<file path="src/mai_pkg.sv">
// shared constants and types for the addition datapath
package mai_pkg;

   // ***************************************************
   // widths and register map
   // ***************************************************
   localparam int DATA_W = 8;
   localparam int ADDR_W = 8;

   localparam logic [11:0] OFF_CONTROL = 12'h000; // op select, memory address, go
   localparam logic [11:0] OFF_OPERAND = 12'h004; // immediate value
   localparam logic [11:0] OFF_WORKREG = 12'h008; // working register
   localparam logic [11:0] OFF_FLAGS   = 12'h00c; // status flags
   localparam logic [11:0] OFF_MEMWIN  = 12'h010; // data memory window, byte in bits 7:0, index from control memory address bits 3:0
   localparam logic [11:0] OFF_LAST    = 12'h014; // last result and status

   localparam int CTL_OP_LSB   = 0;
   localparam int CTL_ADDR_LSB = 8;
   localparam int CTL_GO_BIT   = 31;

   localparam int FLG_CARRY = 0;
   localparam int FLG_HALF  = 1;
   localparam int FLG_ZERO  = 2;
   localparam int FLG_WRAP  = 3;

   localparam int MEM_DEPTH = 16;
   localparam int MEM_IDX_W = 4;

   localparam logic [1:0] RESP_OKAY   = 2'h0;
   localparam logic [1:0] RESP_SLVERR = 2'h2;

   // ***************************************************
   // operations
   // ***************************************************
   typedef enum logic [1:0] {
      OP_SUM_CARRY_TO_WORK     = 2'h0,
      OP_SUM_WITH_CARRY_TO_MEM = 2'h1,
      OP_SUM_MEM_TO_WORK       = 2'h2,
      OP_SUM_IMM_TO_WORK       = 2'h3
   } mai_op_type;

endpackage : mai_pkg

</file>
<file path="src/mai_alu_if.sv">
// operand and result bundle between control and adder
`timescale 1ns/1ps
interface mai_alu_if;
   logic [7:0] workIn;
   logic [7:0] operandIn;
   logic       carryIn;
   logic       useCarry;
   logic [7:0] sum;
   logic       carryOut;
   logic       halfOut;
   logic       zeroOut;
   logic       wrapOut;

   modport ctrl (output workIn, operandIn, carryIn, useCarry,
                 input sum, carryOut, halfOut, zeroOut, wrapOut);
   modport alu  (input workIn, operandIn, carryIn, useCarry,
                 output sum, carryOut, halfOut, zeroOut, wrapOut);
endinterface : mai_alu_if

</file>
<file path="src/mai_adder.sv">
// 8-bit adder with carry, half-carry, zero and overflow flags
`timescale 1ns/1ps
module mai_adder (
   mai_alu_if.alu bus
);
   logic       cin;
   logic [4:0] lowSum;
   logic [8:0] fullSum;

   // ***************************************************
   // a separate low-nibble add gives the half carry
   // ***************************************************
   always_comb begin
      cin      = bus.useCarry & bus.carryIn;
      lowSum   = {1'b0, bus.workIn[3:0]} + {1'b0, bus.operandIn[3:0]} + {4'h0, cin};
      fullSum  = {1'b0, bus.workIn} + {1'b0, bus.operandIn} + {8'h00, cin};
      bus.sum      = fullSum[7:0];
      bus.carryOut = fullSum[8];
      bus.halfOut  = lowSum[4];
      bus.zeroOut  = (fullSum[7:0] == 8'h00);
      bus.wrapOut  = (bus.workIn[7] == bus.operandIn[7])
                     & (fullSum[7] != bus.workIn[7]);
   end
endmodule : mai_adder

</file>
<file path="src/mai_addition.sv">
// addition datapath top with AXI4-Lite register access
`timescale 1ns/1ps

// How it works
// - carry-sum to working register adds working register, memory byte and carry into the register.
// - carry-sum to memory adds the same three and writes the sum back to that memory byte.
// - memory-operand sum adds the memory byte to the working register without carry.
// - immediate sum adds the instruction constant to the working register without carry.
// - every addition updates exactly the wrap, zero, half-carry and carry flags.
module mai_addition (
   input  wire logic        ref_clk,
   input  wire logic        rst_n,
   input  wire logic [11:0] s_axi_awaddr,
   input  wire logic        s_axi_awvalid,
   output logic             s_axi_awready,
   input  wire logic [31:0] s_axi_wdata,
   input  wire logic [3:0]  s_axi_wstrb,
   input  wire logic        s_axi_wvalid,
   output logic             s_axi_wready,
   output logic [1:0]       s_axi_bresp,
   output logic             s_axi_bvalid,
   input  wire logic        s_axi_bready,
   input  wire logic [11:0] s_axi_araddr,
   input  wire logic        s_axi_arvalid,
   output logic             s_axi_arready,
   output logic [31:0]      s_axi_rdata,
   output logic [1:0]       s_axi_rresp,
   output logic             s_axi_rvalid,
   input  wire logic        s_axi_rready
);
   typedef struct packed {
      logic                      awHeld;
      logic [11:0]               awAddr;
      logic                      wHeld;
      logic [31:0]               wData;
      logic [3:0]                wStrb;
      logic                      awReady;
      logic                      wReady;
      logic                      bValid;
      logic [1:0]                bResp;
      logic                      arReady;
      logic                      rValid;
      logic [1:0]                rResp;
      logic [31:0]               rData;
      logic [1:0]                op;
      logic [7:0]                memAddr;
      logic [7:0]                immediate;
      logic [7:0]                workReg;
      logic [3:0]                flags;
      logic [7:0]                lastSum;
      logic                      doneSticky;
      logic [16*8-1:0]           mem;
   } mai_state_type;

   mai_state_type state;
   mai_state_type next_state;
   logic          rstMeta;
   logic          rstSync;
   mai_alu_if     alu ();

   // ***************************************************
   // reset release through two flip-flops
   // ***************************************************
   always_ff @(posedge ref_clk or negedge rst_n) begin
      if (!rst_n) begin
         rstMeta <= 1'b0;
         rstSync <= 1'b0;
      end else begin
         rstMeta <= 1'b1;
         rstSync <= rstMeta;
      end
   end

   mai_adder u_adder (
      .bus (alu.alu)
   );

   // ***************************************************
   // adder operands from the selected operation
   // ***************************************************
   logic [3:0] memIdx;
   logic [7:0] memByte;
   assign memIdx  = state.memAddr[3:0];
   assign memByte = state.mem[memIdx*8 +: 8];
   assign alu.workIn    = state.workReg;
   assign alu.carryIn   = state.flags[mai_pkg::FLG_CARRY];
   // immediate replaces the memory byte for the constant form
   assign alu.operandIn = (state.op == mai_pkg::OP_SUM_IMM_TO_WORK) ? state.immediate
                                                                   : memByte;
   // only the two carry forms feed the carry flag in
   assign alu.useCarry  = (state.op == mai_pkg::OP_SUM_CARRY_TO_WORK)
                        | (state.op == mai_pkg::OP_SUM_WITH_CARRY_TO_MEM);

   function automatic logic [31:0] merge(input logic [31:0] old, input logic [31:0] nw,
                                         input logic [3:0] strb);
      logic [31:0] r;
      r = old;
      for (int i = 0; i < 4; i++) begin
         if (strb[i]) begin
            r[i*8 +: 8] = nw[i*8 +: 8];
         end
      end
      return r;
   endfunction : merge

   // ***************************************************
   // bus slave and execution
   // ***************************************************
   always_comb begin
      logic [31:0] cur;
      logic [31:0] val;
      logic        go;
      cur = 32'h0000_0000;
      val = 32'h0000_0000;
      go  = 1'b0;
      next_state = state;

      // capture address and data in either order, one outstanding write
      next_state.awReady = 1'b0;
      next_state.wReady  = 1'b0;
      if (s_axi_awvalid && state.awReady) begin
         next_state.awHeld = 1'b1;
         next_state.awAddr = s_axi_awaddr;
      end
      if (s_axi_wvalid && state.wReady) begin
         next_state.wHeld = 1'b1;
         next_state.wData = s_axi_wdata;
         next_state.wStrb = s_axi_wstrb;
      end
      if (!next_state.awHeld && !state.bValid && !(s_axi_awvalid && state.awReady)) begin
         next_state.awReady = 1'b1;
      end
      if (!next_state.wHeld && !state.bValid && !(s_axi_wvalid && state.wReady)) begin
         next_state.wReady = 1'b1;
      end

      // write commit once both halves are held
      if (state.awHeld && state.wHeld && !state.bValid) begin
         next_state.awHeld = 1'b0;
         next_state.wHeld  = 1'b0;
         next_state.bValid = 1'b1;
         next_state.bResp  = mai_pkg::RESP_OKAY;
         case (state.awAddr)
            mai_pkg::OFF_CONTROL: begin
               cur = {state.doneSticky, 15'h0000, state.memAddr, 6'h00, state.op};
               val = merge(cur, state.wData, state.wStrb);
               next_state.op      = val[mai_pkg::CTL_OP_LSB +: 2];
               next_state.memAddr = val[mai_pkg::CTL_ADDR_LSB +: 8];
               go = state.wStrb[3] & state.wData[mai_pkg::CTL_GO_BIT];
            end
            mai_pkg::OFF_OPERAND: begin
               if (state.wStrb[0]) next_state.immediate = state.wData[7:0];
            end
            mai_pkg::OFF_WORKREG: begin
               if (state.wStrb[0]) next_state.workReg = state.wData[7:0];
            end
            mai_pkg::OFF_FLAGS: begin
               if (state.wStrb[0]) next_state.flags = state.wData[3:0];
            end
            mai_pkg::OFF_MEMWIN: begin
               if (state.wStrb[0]) begin
                  next_state.mem[memIdx*8 +: 8] = state.wData[7:0];
               end
            end
            default: begin
               next_state.bResp = mai_pkg::RESP_SLVERR;
            end
         endcase
      end
      if (state.bValid && s_axi_bready) begin
         next_state.bValid = 1'b0;
      end

      // execute from registers as they stood before this write
      if (go) begin
         next_state.lastSum    = alu.sum;
         next_state.doneSticky = 1'b1;
         case (state.op)
            mai_pkg::OP_SUM_WITH_CARRY_TO_MEM: begin
               next_state.mem[memIdx*8 +: 8] = alu.sum;
            end
            default: begin
               next_state.workReg = alu.sum;
            end
         endcase
         // only these four bits change
         next_state.flags[mai_pkg::FLG_CARRY] = alu.carryOut;
         next_state.flags[mai_pkg::FLG_HALF]  = alu.halfOut;
         next_state.flags[mai_pkg::FLG_ZERO]  = alu.zeroOut;
         next_state.flags[mai_pkg::FLG_WRAP]  = alu.wrapOut;
      end

      // read channel, one outstanding read
      next_state.arReady = !state.rValid && !(s_axi_arvalid && state.arReady);
      if (s_axi_arvalid && state.arReady) begin
         next_state.rValid = 1'b1;
         next_state.rResp  = mai_pkg::RESP_OKAY;
         case (s_axi_araddr)
            mai_pkg::OFF_CONTROL: next_state.rData = {state.doneSticky, 15'h0000,
                                                      state.memAddr, 6'h00, state.op};
            mai_pkg::OFF_OPERAND: next_state.rData = {24'h000000, state.immediate};
            mai_pkg::OFF_WORKREG: next_state.rData = {24'h000000, state.workReg};
            mai_pkg::OFF_FLAGS:   next_state.rData = {28'h0000000, state.flags};
            mai_pkg::OFF_MEMWIN:  next_state.rData = {24'h000000, memByte};
            mai_pkg::OFF_LAST:    next_state.rData = {20'h00000, state.flags, state.lastSum};
            default: begin
               next_state.rData = 32'h0000_0000;
               next_state.rResp = mai_pkg::RESP_SLVERR;
            end
         endcase
      end else if (state.rValid && s_axi_rready) begin
         next_state.rValid = 1'b0;
      end
   end

   // single register stage for all state
   always_ff @(posedge ref_clk or negedge rstSync) begin
      if (!rstSync) begin
         state <= '0;
      end else begin
         state <= next_state;
      end
   end

   // outputs straight from state flops
   assign s_axi_awready = state.awReady;
   assign s_axi_wready  = state.wReady;
   assign s_axi_bvalid  = state.bValid;
   assign s_axi_bresp   = state.bResp;
   assign s_axi_arready = state.arReady;
   assign s_axi_rvalid  = state.rValid;
   assign s_axi_rresp   = state.rResp;
   assign s_axi_rdata   = state.rData;

endmodule : mai_addition

</file>
<file path="config.mk">
export PLATFORM = sky130hd
export DESIGN_NAME = mai_addition
export DESIGN_NICKNAME = d
export VERILOG_FILES = /design/src/mai_pkg.sv /design/src/mai_alu_if.sv /design/src/mai_adder.sv /design/src/mai_addition.sv
export SDC_FILE = /design/constraint.sdc
export NUM_CORES = 1
export LEC_CHECK = 0
export BUFFER_PORTS_ARGS = -buffer_cell sky130_fd_sc_hd__clkbuf_2
export CORE_MARGIN = 1
export CORE_UTILIZATION = 54
export DETAILED_ROUTE_END_ITERATION = 6
export GPL_ROUTABILITY_DRIVEN = 0
export GPL_TIMING_DRIVEN = 0
export MAX_ROUTING_LAYER = met4
export PLACE_DENSITY_LB_ADDON = 0.3
export SYNTH_ARGS = -nofsm -noshare
export SYNTH_HDL_FRONTEND = slang
export SYNTH_SLANG_ARGS = --single-unit
</file>
<file path="constraint.sdc">
create_clock -name ref_clk -period 14.1 [get_ports ref_clk]
set_input_delay 0.705 -clock ref_clk [delete_from_list [all_inputs] [get_ports ref_clk]]
set_output_delay 0.705 -clock ref_clk [all_outputs]
set_load 0.03 [all_outputs]
</file>
==> impl_metrics.py, run 1 <==
metrics = {
    "floorplan": {
        "boundaryPins": 108,
        "core_region_area_mm2": 0.0227,
        "rows": 55,
        "initial_core_util_pct": 55.3,
        "die_area_mm2": 0.0239,
        "die_y_um": 155,
        "die_x_um": 155,
    },
    "detailed_routing": {
        "vias_per_cell": 6.44,
        "drt_first_pass_iters": 6,
        "route.detailed.drc": 0,
        "finalWirelength_mm": 39.9,
        "drtIter0Drc": 1365,
        "ant_nets": 0,
        "vias": 10600,
        "wire_per_inst_um": 24.3,
    },
    "cells_and_area": {
        "area_growth_pct": 13.2,
        "final_cell_mix": "dfrtp_1, nand2_1, mux2i_1, clkbuf_2, o21ai_0",
        "nets": 1422,
        "layout-drive-gt1-share_pct": 22.0,
        "final_common_cell": "dfrtp_1",
        "final_cells": 1645,
        "design_area_mm2": 0.0142,
    },
    "power": {
        "sequentialPowerShare_pct": 44.4,
        "p_sw_share_pct": 32.0,
        "p_clk_share_pct": 36.7,
        "fin_total_pwr_uw": 1720,
        "power_density_mw_per_mm2": 121,
        "p_sw_uw": 552,
        "combPwrFrac_pct": 18.9,
        "peakVddDrop_mv": 0.132,
        "p_leak_uw": 0.00612,
        "p_int_uw": 1170,
    },
    "yosys": {
        "yosysUniqueCellTypes": 74,
        "synthArstFlopShare_pct": 100,
        "synth_area_mm2": 0.0126,
        "ys_seq_area_share_pct": 45.2,
        "avgSynthCellArea_um2": 10.3,
        "yosys_warnings": 0,
        "synth_ff_type": "dfrtp_1",
        "ys_seq_elements": 227,
        "syn_inst": 1224,
        "synth-edff-count": 0,
    },
    "worst_setup_path": {
        "max_stage_delay_ns": 0.97,
        "path_cells": "buf_2 > nor2b_1 > buf_1 > clkbuf_1 > a221oi_1 > a22oi_1 > o21ai_0 > mux2_2 > fa_1 > fa_1 > a211oi_1 > nor2_1 > xnor2_1 > clkbuf_1 > o21ai_0",
        "arrival_ns": 6.56,
        "worstSetupPathType": "flip-flop to flip-flop",
        "cp_num_buf_inv": 4,
        "cp-end-kind": "flip-flop",
        "crit_cells": 15,
        "path_delay_family": "buffers and inverters",
        "required_ns": 14.46,
        "slowest_stage": "xnor2_1",
        "ff2ff_path_depth": 15,
        "cp_max_fo": 10,
        "critPathLaunchType": "flip-flop",
    },
    "job": {
        "maxCapViolations": 0,
    },
    "clocking": {
        "clk_path_buf_depth": 3,
        "ctsHoldBuffers": 1,
        "cts-root-buf": "clkbuf_16",
        "cts-buffers-inserted": 24,
        "cts_setup_buffers": 0,
        "path_clk_slew_ns": 0.06,
        "cts_tree": "built",
        "cts_sinks": 227,
        "clkLatencyLatePin_ns": 0.54,
        "h-tree-depth": 1,
        "cts_resized": 0,
    },
    "timing": {
        "period_needed_ns": 6.20,
        "rsz0062_at_grt": "no",
        "setup-violations-final": 0,
        "finClkSkew_ns": 0.0172,
        "slew_headroom_pct": 6.69,
        "worst_pin_slew_ns": 1.39,
        "hold_viol_final": 0,
        "setup_tns_ns": 0,
        "report.final.slew_viol_count": 0,
        "max_freq_ghz": 0.161,
        "period_share_pct": 44.0,
        "setup_ws_ns": 7.90,
    },
    "hold_path": {
        "hold_path.class": "primary input to flip-flop",
        "min_delay_path_depth": 2,
    },
    "global_routing": {
        "grt_max_degree": 72,
        "grt_pass1_wl_mm": 60.6,
        "antenna_found_initial": 2,
        "first_global_vias": 10200,
        "grt_usage_pct": 34.8,
        "overflow": 0,
    },
    "outcome": {
        "status": "complete, no violations",
    },
    "placed_design": {
        "dp.final_hpwl_mm": 28.5,
        "dp_cells": 1599,
        "pre_cts_slack_ns": 8.22,
        "portBuffers": 71,
        "dpl_cell_area_mm2": 0.0134,
    },
}
[cells in the mapped netlist (3+ instances only)]
cell type,count,share of area (%)
nor3_1,13,0.52
nor3b_1,3,0.18
o22ai_1,4,0.20
or2_2,4,0.20
a22oi_1,37,2.2
and4_1,5,0.35
nor4_4,3,0.51
clkinv_1,3,0.090
xnor2_1,5,0.35
o211ai_1,63,3.8
nor2_2,3,0.15
and2_1,6,0.30
mux4_2,18,3.2
a31oi_1,11,0.55
nor2b_1,25,1.2
a221oi_1,16,1.1
nor3_4,3,0.39
a21oi_1,31,1.2
nand3b_1,3,0.18
inv_1,11,0.33
o21ai_1,8,0.32
nand4_1,7,0.35
and3_1,9,0.45
a21o_1,5,0.30
nand3_1,9,0.36
mux2i_1,90,7.2
nand2_1,214,6.4
clkbuf_1,42,1.3
buf_2,22,0.88
buf_6,5,0.45
nor2_1,52,1.6
dfrtp_1,227,45
a22o_1,5,0.35
buf_4,42,2.5
mux2_2,64,5.7
ha_1,12,1.2
a211oi_1,16,0.96
nand2b_1,9,0.45
o21ai_0,67,2.7
xor2_1,4,0.28
o21bai_1,4,0.24
[worst register-to-register path, cell delays in order (launching register included)]
cell	delay, ns
dfrtp_1	0.43
buf_2	0.20
nor2b_1	0.14
buf_1	0.29
clkbuf_1	0.39
a221oi_1	0.24
a22oi_1	0.18
o21ai_0	0.36
mux2_2	0.42
fa_1	0.41
fa_1	0.45
a211oi_1	0.37
nor2_1	0.13
xnor2_1	0.97
clkbuf_1	0.82
o21ai_0	0.23
[state kept, by name, indices dropped and copies added (netlist names)]
register / flops
s_axi_rdata: 17
s_axi_awready: 1
rstMeta: 1
memIdx: 4
s_axi_wready: 1
state: 188
s_axi_arready: 1
s_axi_rresp: 1
s_axi_bvalid: 1
alu.carryIn: 1
alu.workIn: 8
s_axi_rvalid: 1
s_axi_bresp: 1
rstSync: 1
[per-stage QoR]
stage | hold slack, ns | util (%)
final | 0.343 | 62.6
after global routing | 0.340 | 62.6
after CTS | 0.330 | 62.6
after detailed placement | 0.341 | 59.1
after global placement | 0.335 | 58.7
after floorplan | 0.331 | -
[final cells by class]
cell class,count,area [um^2]
fillers,1863,8490
multi-input cells,885,6240
flip-flops and latches,227,5680
clock buffers,35,702
plain buffers,114,652
repair buffers,75,448
well taps,285,357
clock inverters,8,85.1
inverters,14,52.6
diodes,2,5.00
[cell families (layout without fill, tap and decap cells)]
logic type	after synthesis	after routing	synth area share, %
buffers and inverters	128	246	5.61
XOR/XNOR	10	10	0.757
AO/OA/AOI/OAI	281	281	15.3
flip-flops	227	227	45.2
adder cells (fa/ha/maj)	14	14	1.51
other	2	20	0.0598
AND/OR/NAND/NOR	390	390	15.4
multiplexers	172	172	16.1
[per-layer routing]
metal / track usage (%) / part of all wire, % / vias up
li1: - / - / 4624
met2: 50.5 / 44 / 656
met5: - / 0 / -
met1: 46.3 / 40 / 5148
met3: 7.51 / 11 / 161
met4: 17.5 / 5.3 / 0
[path summary, 6_finish.rpt]
| kind | startpoint | end | slack [ns] |
|---|---|---|---|
| min in group asynchronous | rstSync | state[214] | 0.37 |
| setup reg to reg | memIdx[1] | state[108] | 7.90 |
| hold / removal | s_axi_rready | s_axi_rvalid | 0.34 |
| hold reg to reg | rstMeta | rstSync | 0.35 |
| max in group asynchronous | rstSync | state[94] | 12.59 |
| setup / recovery | memIdx[1] | state[108] | 7.90 |
[power by group through the flow]
| stage | Combinational, uW | Clock (uW) | Sequential (uW) |
|---|---|---|---|
| after floorplan | 176 | 0 | 771 |
| after global placement | 292 | 0 | 780 |
| after detailed placement | 313 | 0 | 775 |
| after CTS | 315 | 636 | 763 |
| after global routing | 335 | 662 | 771 |
| final | 325 | 632 | 765 |
Note: power is estimated with default switching activity, not from simulation.
==> run 2, diff against run 1 <==
==> constraint.sdc (replaced) <==
create_clock -name ref_clk -period 5.4 [get_ports ref_clk]
set_input_delay 0.27 -clock ref_clk [delete_from_list [all_inputs] [get_ports ref_clk]]
set_output_delay 0.27 -clock ref_clk [all_outputs]
set_load 0.03 [all_outputs]
==> run 2 against run 1 <==
Net effect: combinational power grew to 2.7 times the previous value; clock-buffer cell count decreased by 2; largest cell class unchanged; hold slack got worse by 0.30 ns.
==> impl_metrics.py, run 2 (same netlist as run 1, synthesis figures left out) <==
metrics = {
    "outcome": {
        "status": "complete, no violations",
    },
    "detailed_routing": {
        "route.detailed.drc": 0,
        "vias_per_cell": 6.48,
        "ant_nets": 0,
        "drt_first_pass_iters": 5,
        "vias": 10900,
        "drtIter0Drc": 1465,
        "wire_per_inst_um": 24.4,
        "finalWirelength_mm": 41.0,
    },
    "floorplan": {
        "die_y_um": 155,
        "initial_core_util_pct": 55.3,
        "die_area_mm2": 0.0239,
        "rows": 55,
        "die_x_um": 155,
        "core_region_area_mm2": 0.0227,
        "boundaryPins": 108,
    },
    "timing": {
        "hold_slack_ns": 0.0449,
        "setup_ws_ns": 0.0980,
        "period_share_pct": 98.2,
        "setup_tns_ns": 0,
        "max_freq_ghz": 0.189,
        "rsz0062_at_grt": "no",
        "worst_pin_slew_ns": 1.09,
        "report.final.slew_viol_count": 0,
        "finClkSkew_ns": 0.0156,
        "period_needed_ns": 5.30,
        "hold_viol_final": 0,
        "setup-violations-final": 0,
        "slew_headroom_pct": 26.8,
    },
    "worst_setup_path": {
        "cp_max_fo": 10,
        "crit_cells": 14,
        "cp_num_buf_inv": 4,
        "ff2ff_path_depth": 14,
        "cp-end-kind": "flip-flop",
        "worstSetupPathType": "flip-flop to flip-flop",
        "path_delay_family": "compound AO/OA/AOI/OAI gates",
        "arrival_ns": 5.68,
        "required_ns": 5.77,
        "path_cells": "clkbuf_2 > buf_6 > buf_2 > mux2i_1 > a221oi_1 > nor2_1 > o21ai_0 > mux2_2 > ha_1 > a211oi_1 > nor2_1 > xnor2_2 > clkbuf_1 > o211ai_1",
        "slowest_stage": "clkbuf_1",
        "max_stage_delay_ns": 0.79,
        "path_common_cell": "nor2_1",
        "critPathLaunchType": "flip-flop",
    },
    "power": {
        "peakVddDrop_mv": 0.359,
        "power_density_mw_per_mm2": 317,
        "p_leak_uw": 0.00633,
        "p_clk_share_pct": 38.3,
        "p_sw_uw": 1490,
        "p_sw_share_pct": 31.8,
        "p_int_uw": 3180,
        "combPwrFrac_pct": 18.8,
        "sequentialPowerShare_pct": 42.8,
    },
    "cells_and_area": {
        "final_cells": 1682,
        "area_growth_pct": 17.1,
        "largest_reg_flops": 188,
        "nets": 1460,
        "layout-drive-gt1-share_pct": 22.1,
        "final_cell_mix": "dfrtp_1, nand2_1, mux2i_1, clkbuf_2, o21ai_0",
        "nFillCells": 1788,
        "final_common_cell": "dfrtp_1",
        "top_register": "state",
    },
    "placed_design": {
        "pre_cts_slack_ns": -0.508,
        "dp.final_hpwl_mm": 28.3,
        "portBuffers": 71,
        "dp_cells": 1599,
    },
    "global_routing": {
        "antenna_found_initial": 1,
        "grt.met3_usage_pct": 8.01,
        "gr-max-usage-layer": "met2",
        "grt_usage_pct": 35.7,
        "first_global_vias": 10400,
        "met2_usage_pct": 51.8,
        "grt_pass1_wl_mm": 62.3,
        "overflow": 0,
        "grt_max_degree": 70,
        "use_met1_pct": 46.5,
    },
    "clocking": {
        "cts_setup_buffers": 0,
        "path_clk_slew_ns": 0.06,
        "clkLatencyLatePin_ns": 0.55,
        "cts_sinks": 227,
        "cts-buffers-inserted": 25,
        "h-tree-depth": 1,
        "cts-root-buf": "clkbuf_16",
        "cts_tree": "built",
        "clk_path_buf_depth": 3,
    },
    "job": {
        "maxCapViolations": 0,
    },
    "hold_path": {
        "hold_path.class": "primary input to async pin",
    },
}
[run 2: changes by cell type in the layout (fill, tap and decap cells not counted), moves of 2 or more]
cell | before | now
xnor2_1 | 5 | 2
dlygate4sd3_1 | 1 | 38
clkinv_4 | 1 | 3
clkbuf_1 | 47 | 43
xnor2_2 | 1 | 3
clkbuf_2 | 72 | 74
bufinv_16 | 1 | 3
clkbuf_8 | 6 | 4
[run 2: path summary, 6_finish.rpt]
path / slack, ns / endpoint / from
worst min register to register: 0.27 / state[214] / rstSync
worst max-delay path: 0.1 / state[123] / memIdx[0]
worst min-delay path: 0.04 / rstMeta / rst_n
min in group ref_clk: 0.37 / rstSync / rstMeta
max in group asynchronous: 4.41 / state[37] / rstSync
worst max register to register: 0.1 / state[123] / memIdx[0]
[run 2: worst register-to-register path, stage by stage (launching register included)]
cell and delay, ns:
dfrtp_1 0.45, clkbuf_2 0.21, buf_6 0.18, buf_2 0.35
mux2i_1 0.21, a221oi_1 0.34, nor2_1 0.08, o21ai_0 0.67
mux2_2 0.32, ha_1 0.23, a211oi_1 0.37, nor2_1 0.14
xnor2_2 0.56, clkbuf_1 0.79, o211ai_1 0.23
[run 2: timing repair]
| action | in CTS | in global routing |
|---|---|---|
| hold endpoints to repair | 39 | 0 |
| resized for setup | 5 | 8 |
| hold buffers | 38 | 0 |
| setup endpoints to repair | 35 | 44 |
| pin swaps | 0 | 0 |
[run 2: area by class of cell]
class,count,area [um^2],share of cell area [%]
Inverter,14,52.6,0.357
Tap cell,285,357,2.42
Antenna cell,1,2.50,0.0170
Clock inverter,11,159,1.08
Clock buffer,33,696,4.73
Timing Repair Buffer,112,818,5.56
Sequential cell,227,5680,38.7
Buffer,114,658,4.48
Multi-Input combinational cell,885,6280,42.7
[run 2: per-layer routing]
layer  wire, um  share of wire [%]  up-vias
met5          0                  0        -
met4       2610                6.3        0
met3       4570                 11      205
met2      18000                 44      712
met1      15800                 39     5291
li1           -                  -     4695
[run 2: stage by stage]
step | cell area [um^2] | total power (uW) | utilization [%]
2_1_floorplan | 12600 | 2470 | -
6_report | 14700 | 4670 | 64.8
5_1_grt | 14700 | 4790 | 64.8
3_5_place_dp | 13400 | 2830 | 59.1
3_3_place_gp | 13300 | 2800 | 58.7
4_1_cts | 14700 | 4610 | 64.7
[run 2: power groups by stage]
stage          Sequential (uW)  Combinational, uW  Clock, uW
5_1_grt                   2010                909       1860
3_5_place_dp              2020                813          0
6_report                  2000                879       1790
3_3_place_gp              2040                762          0
2_1_floorplan             2010                460          0
4_1_cts                   1990                841       1790
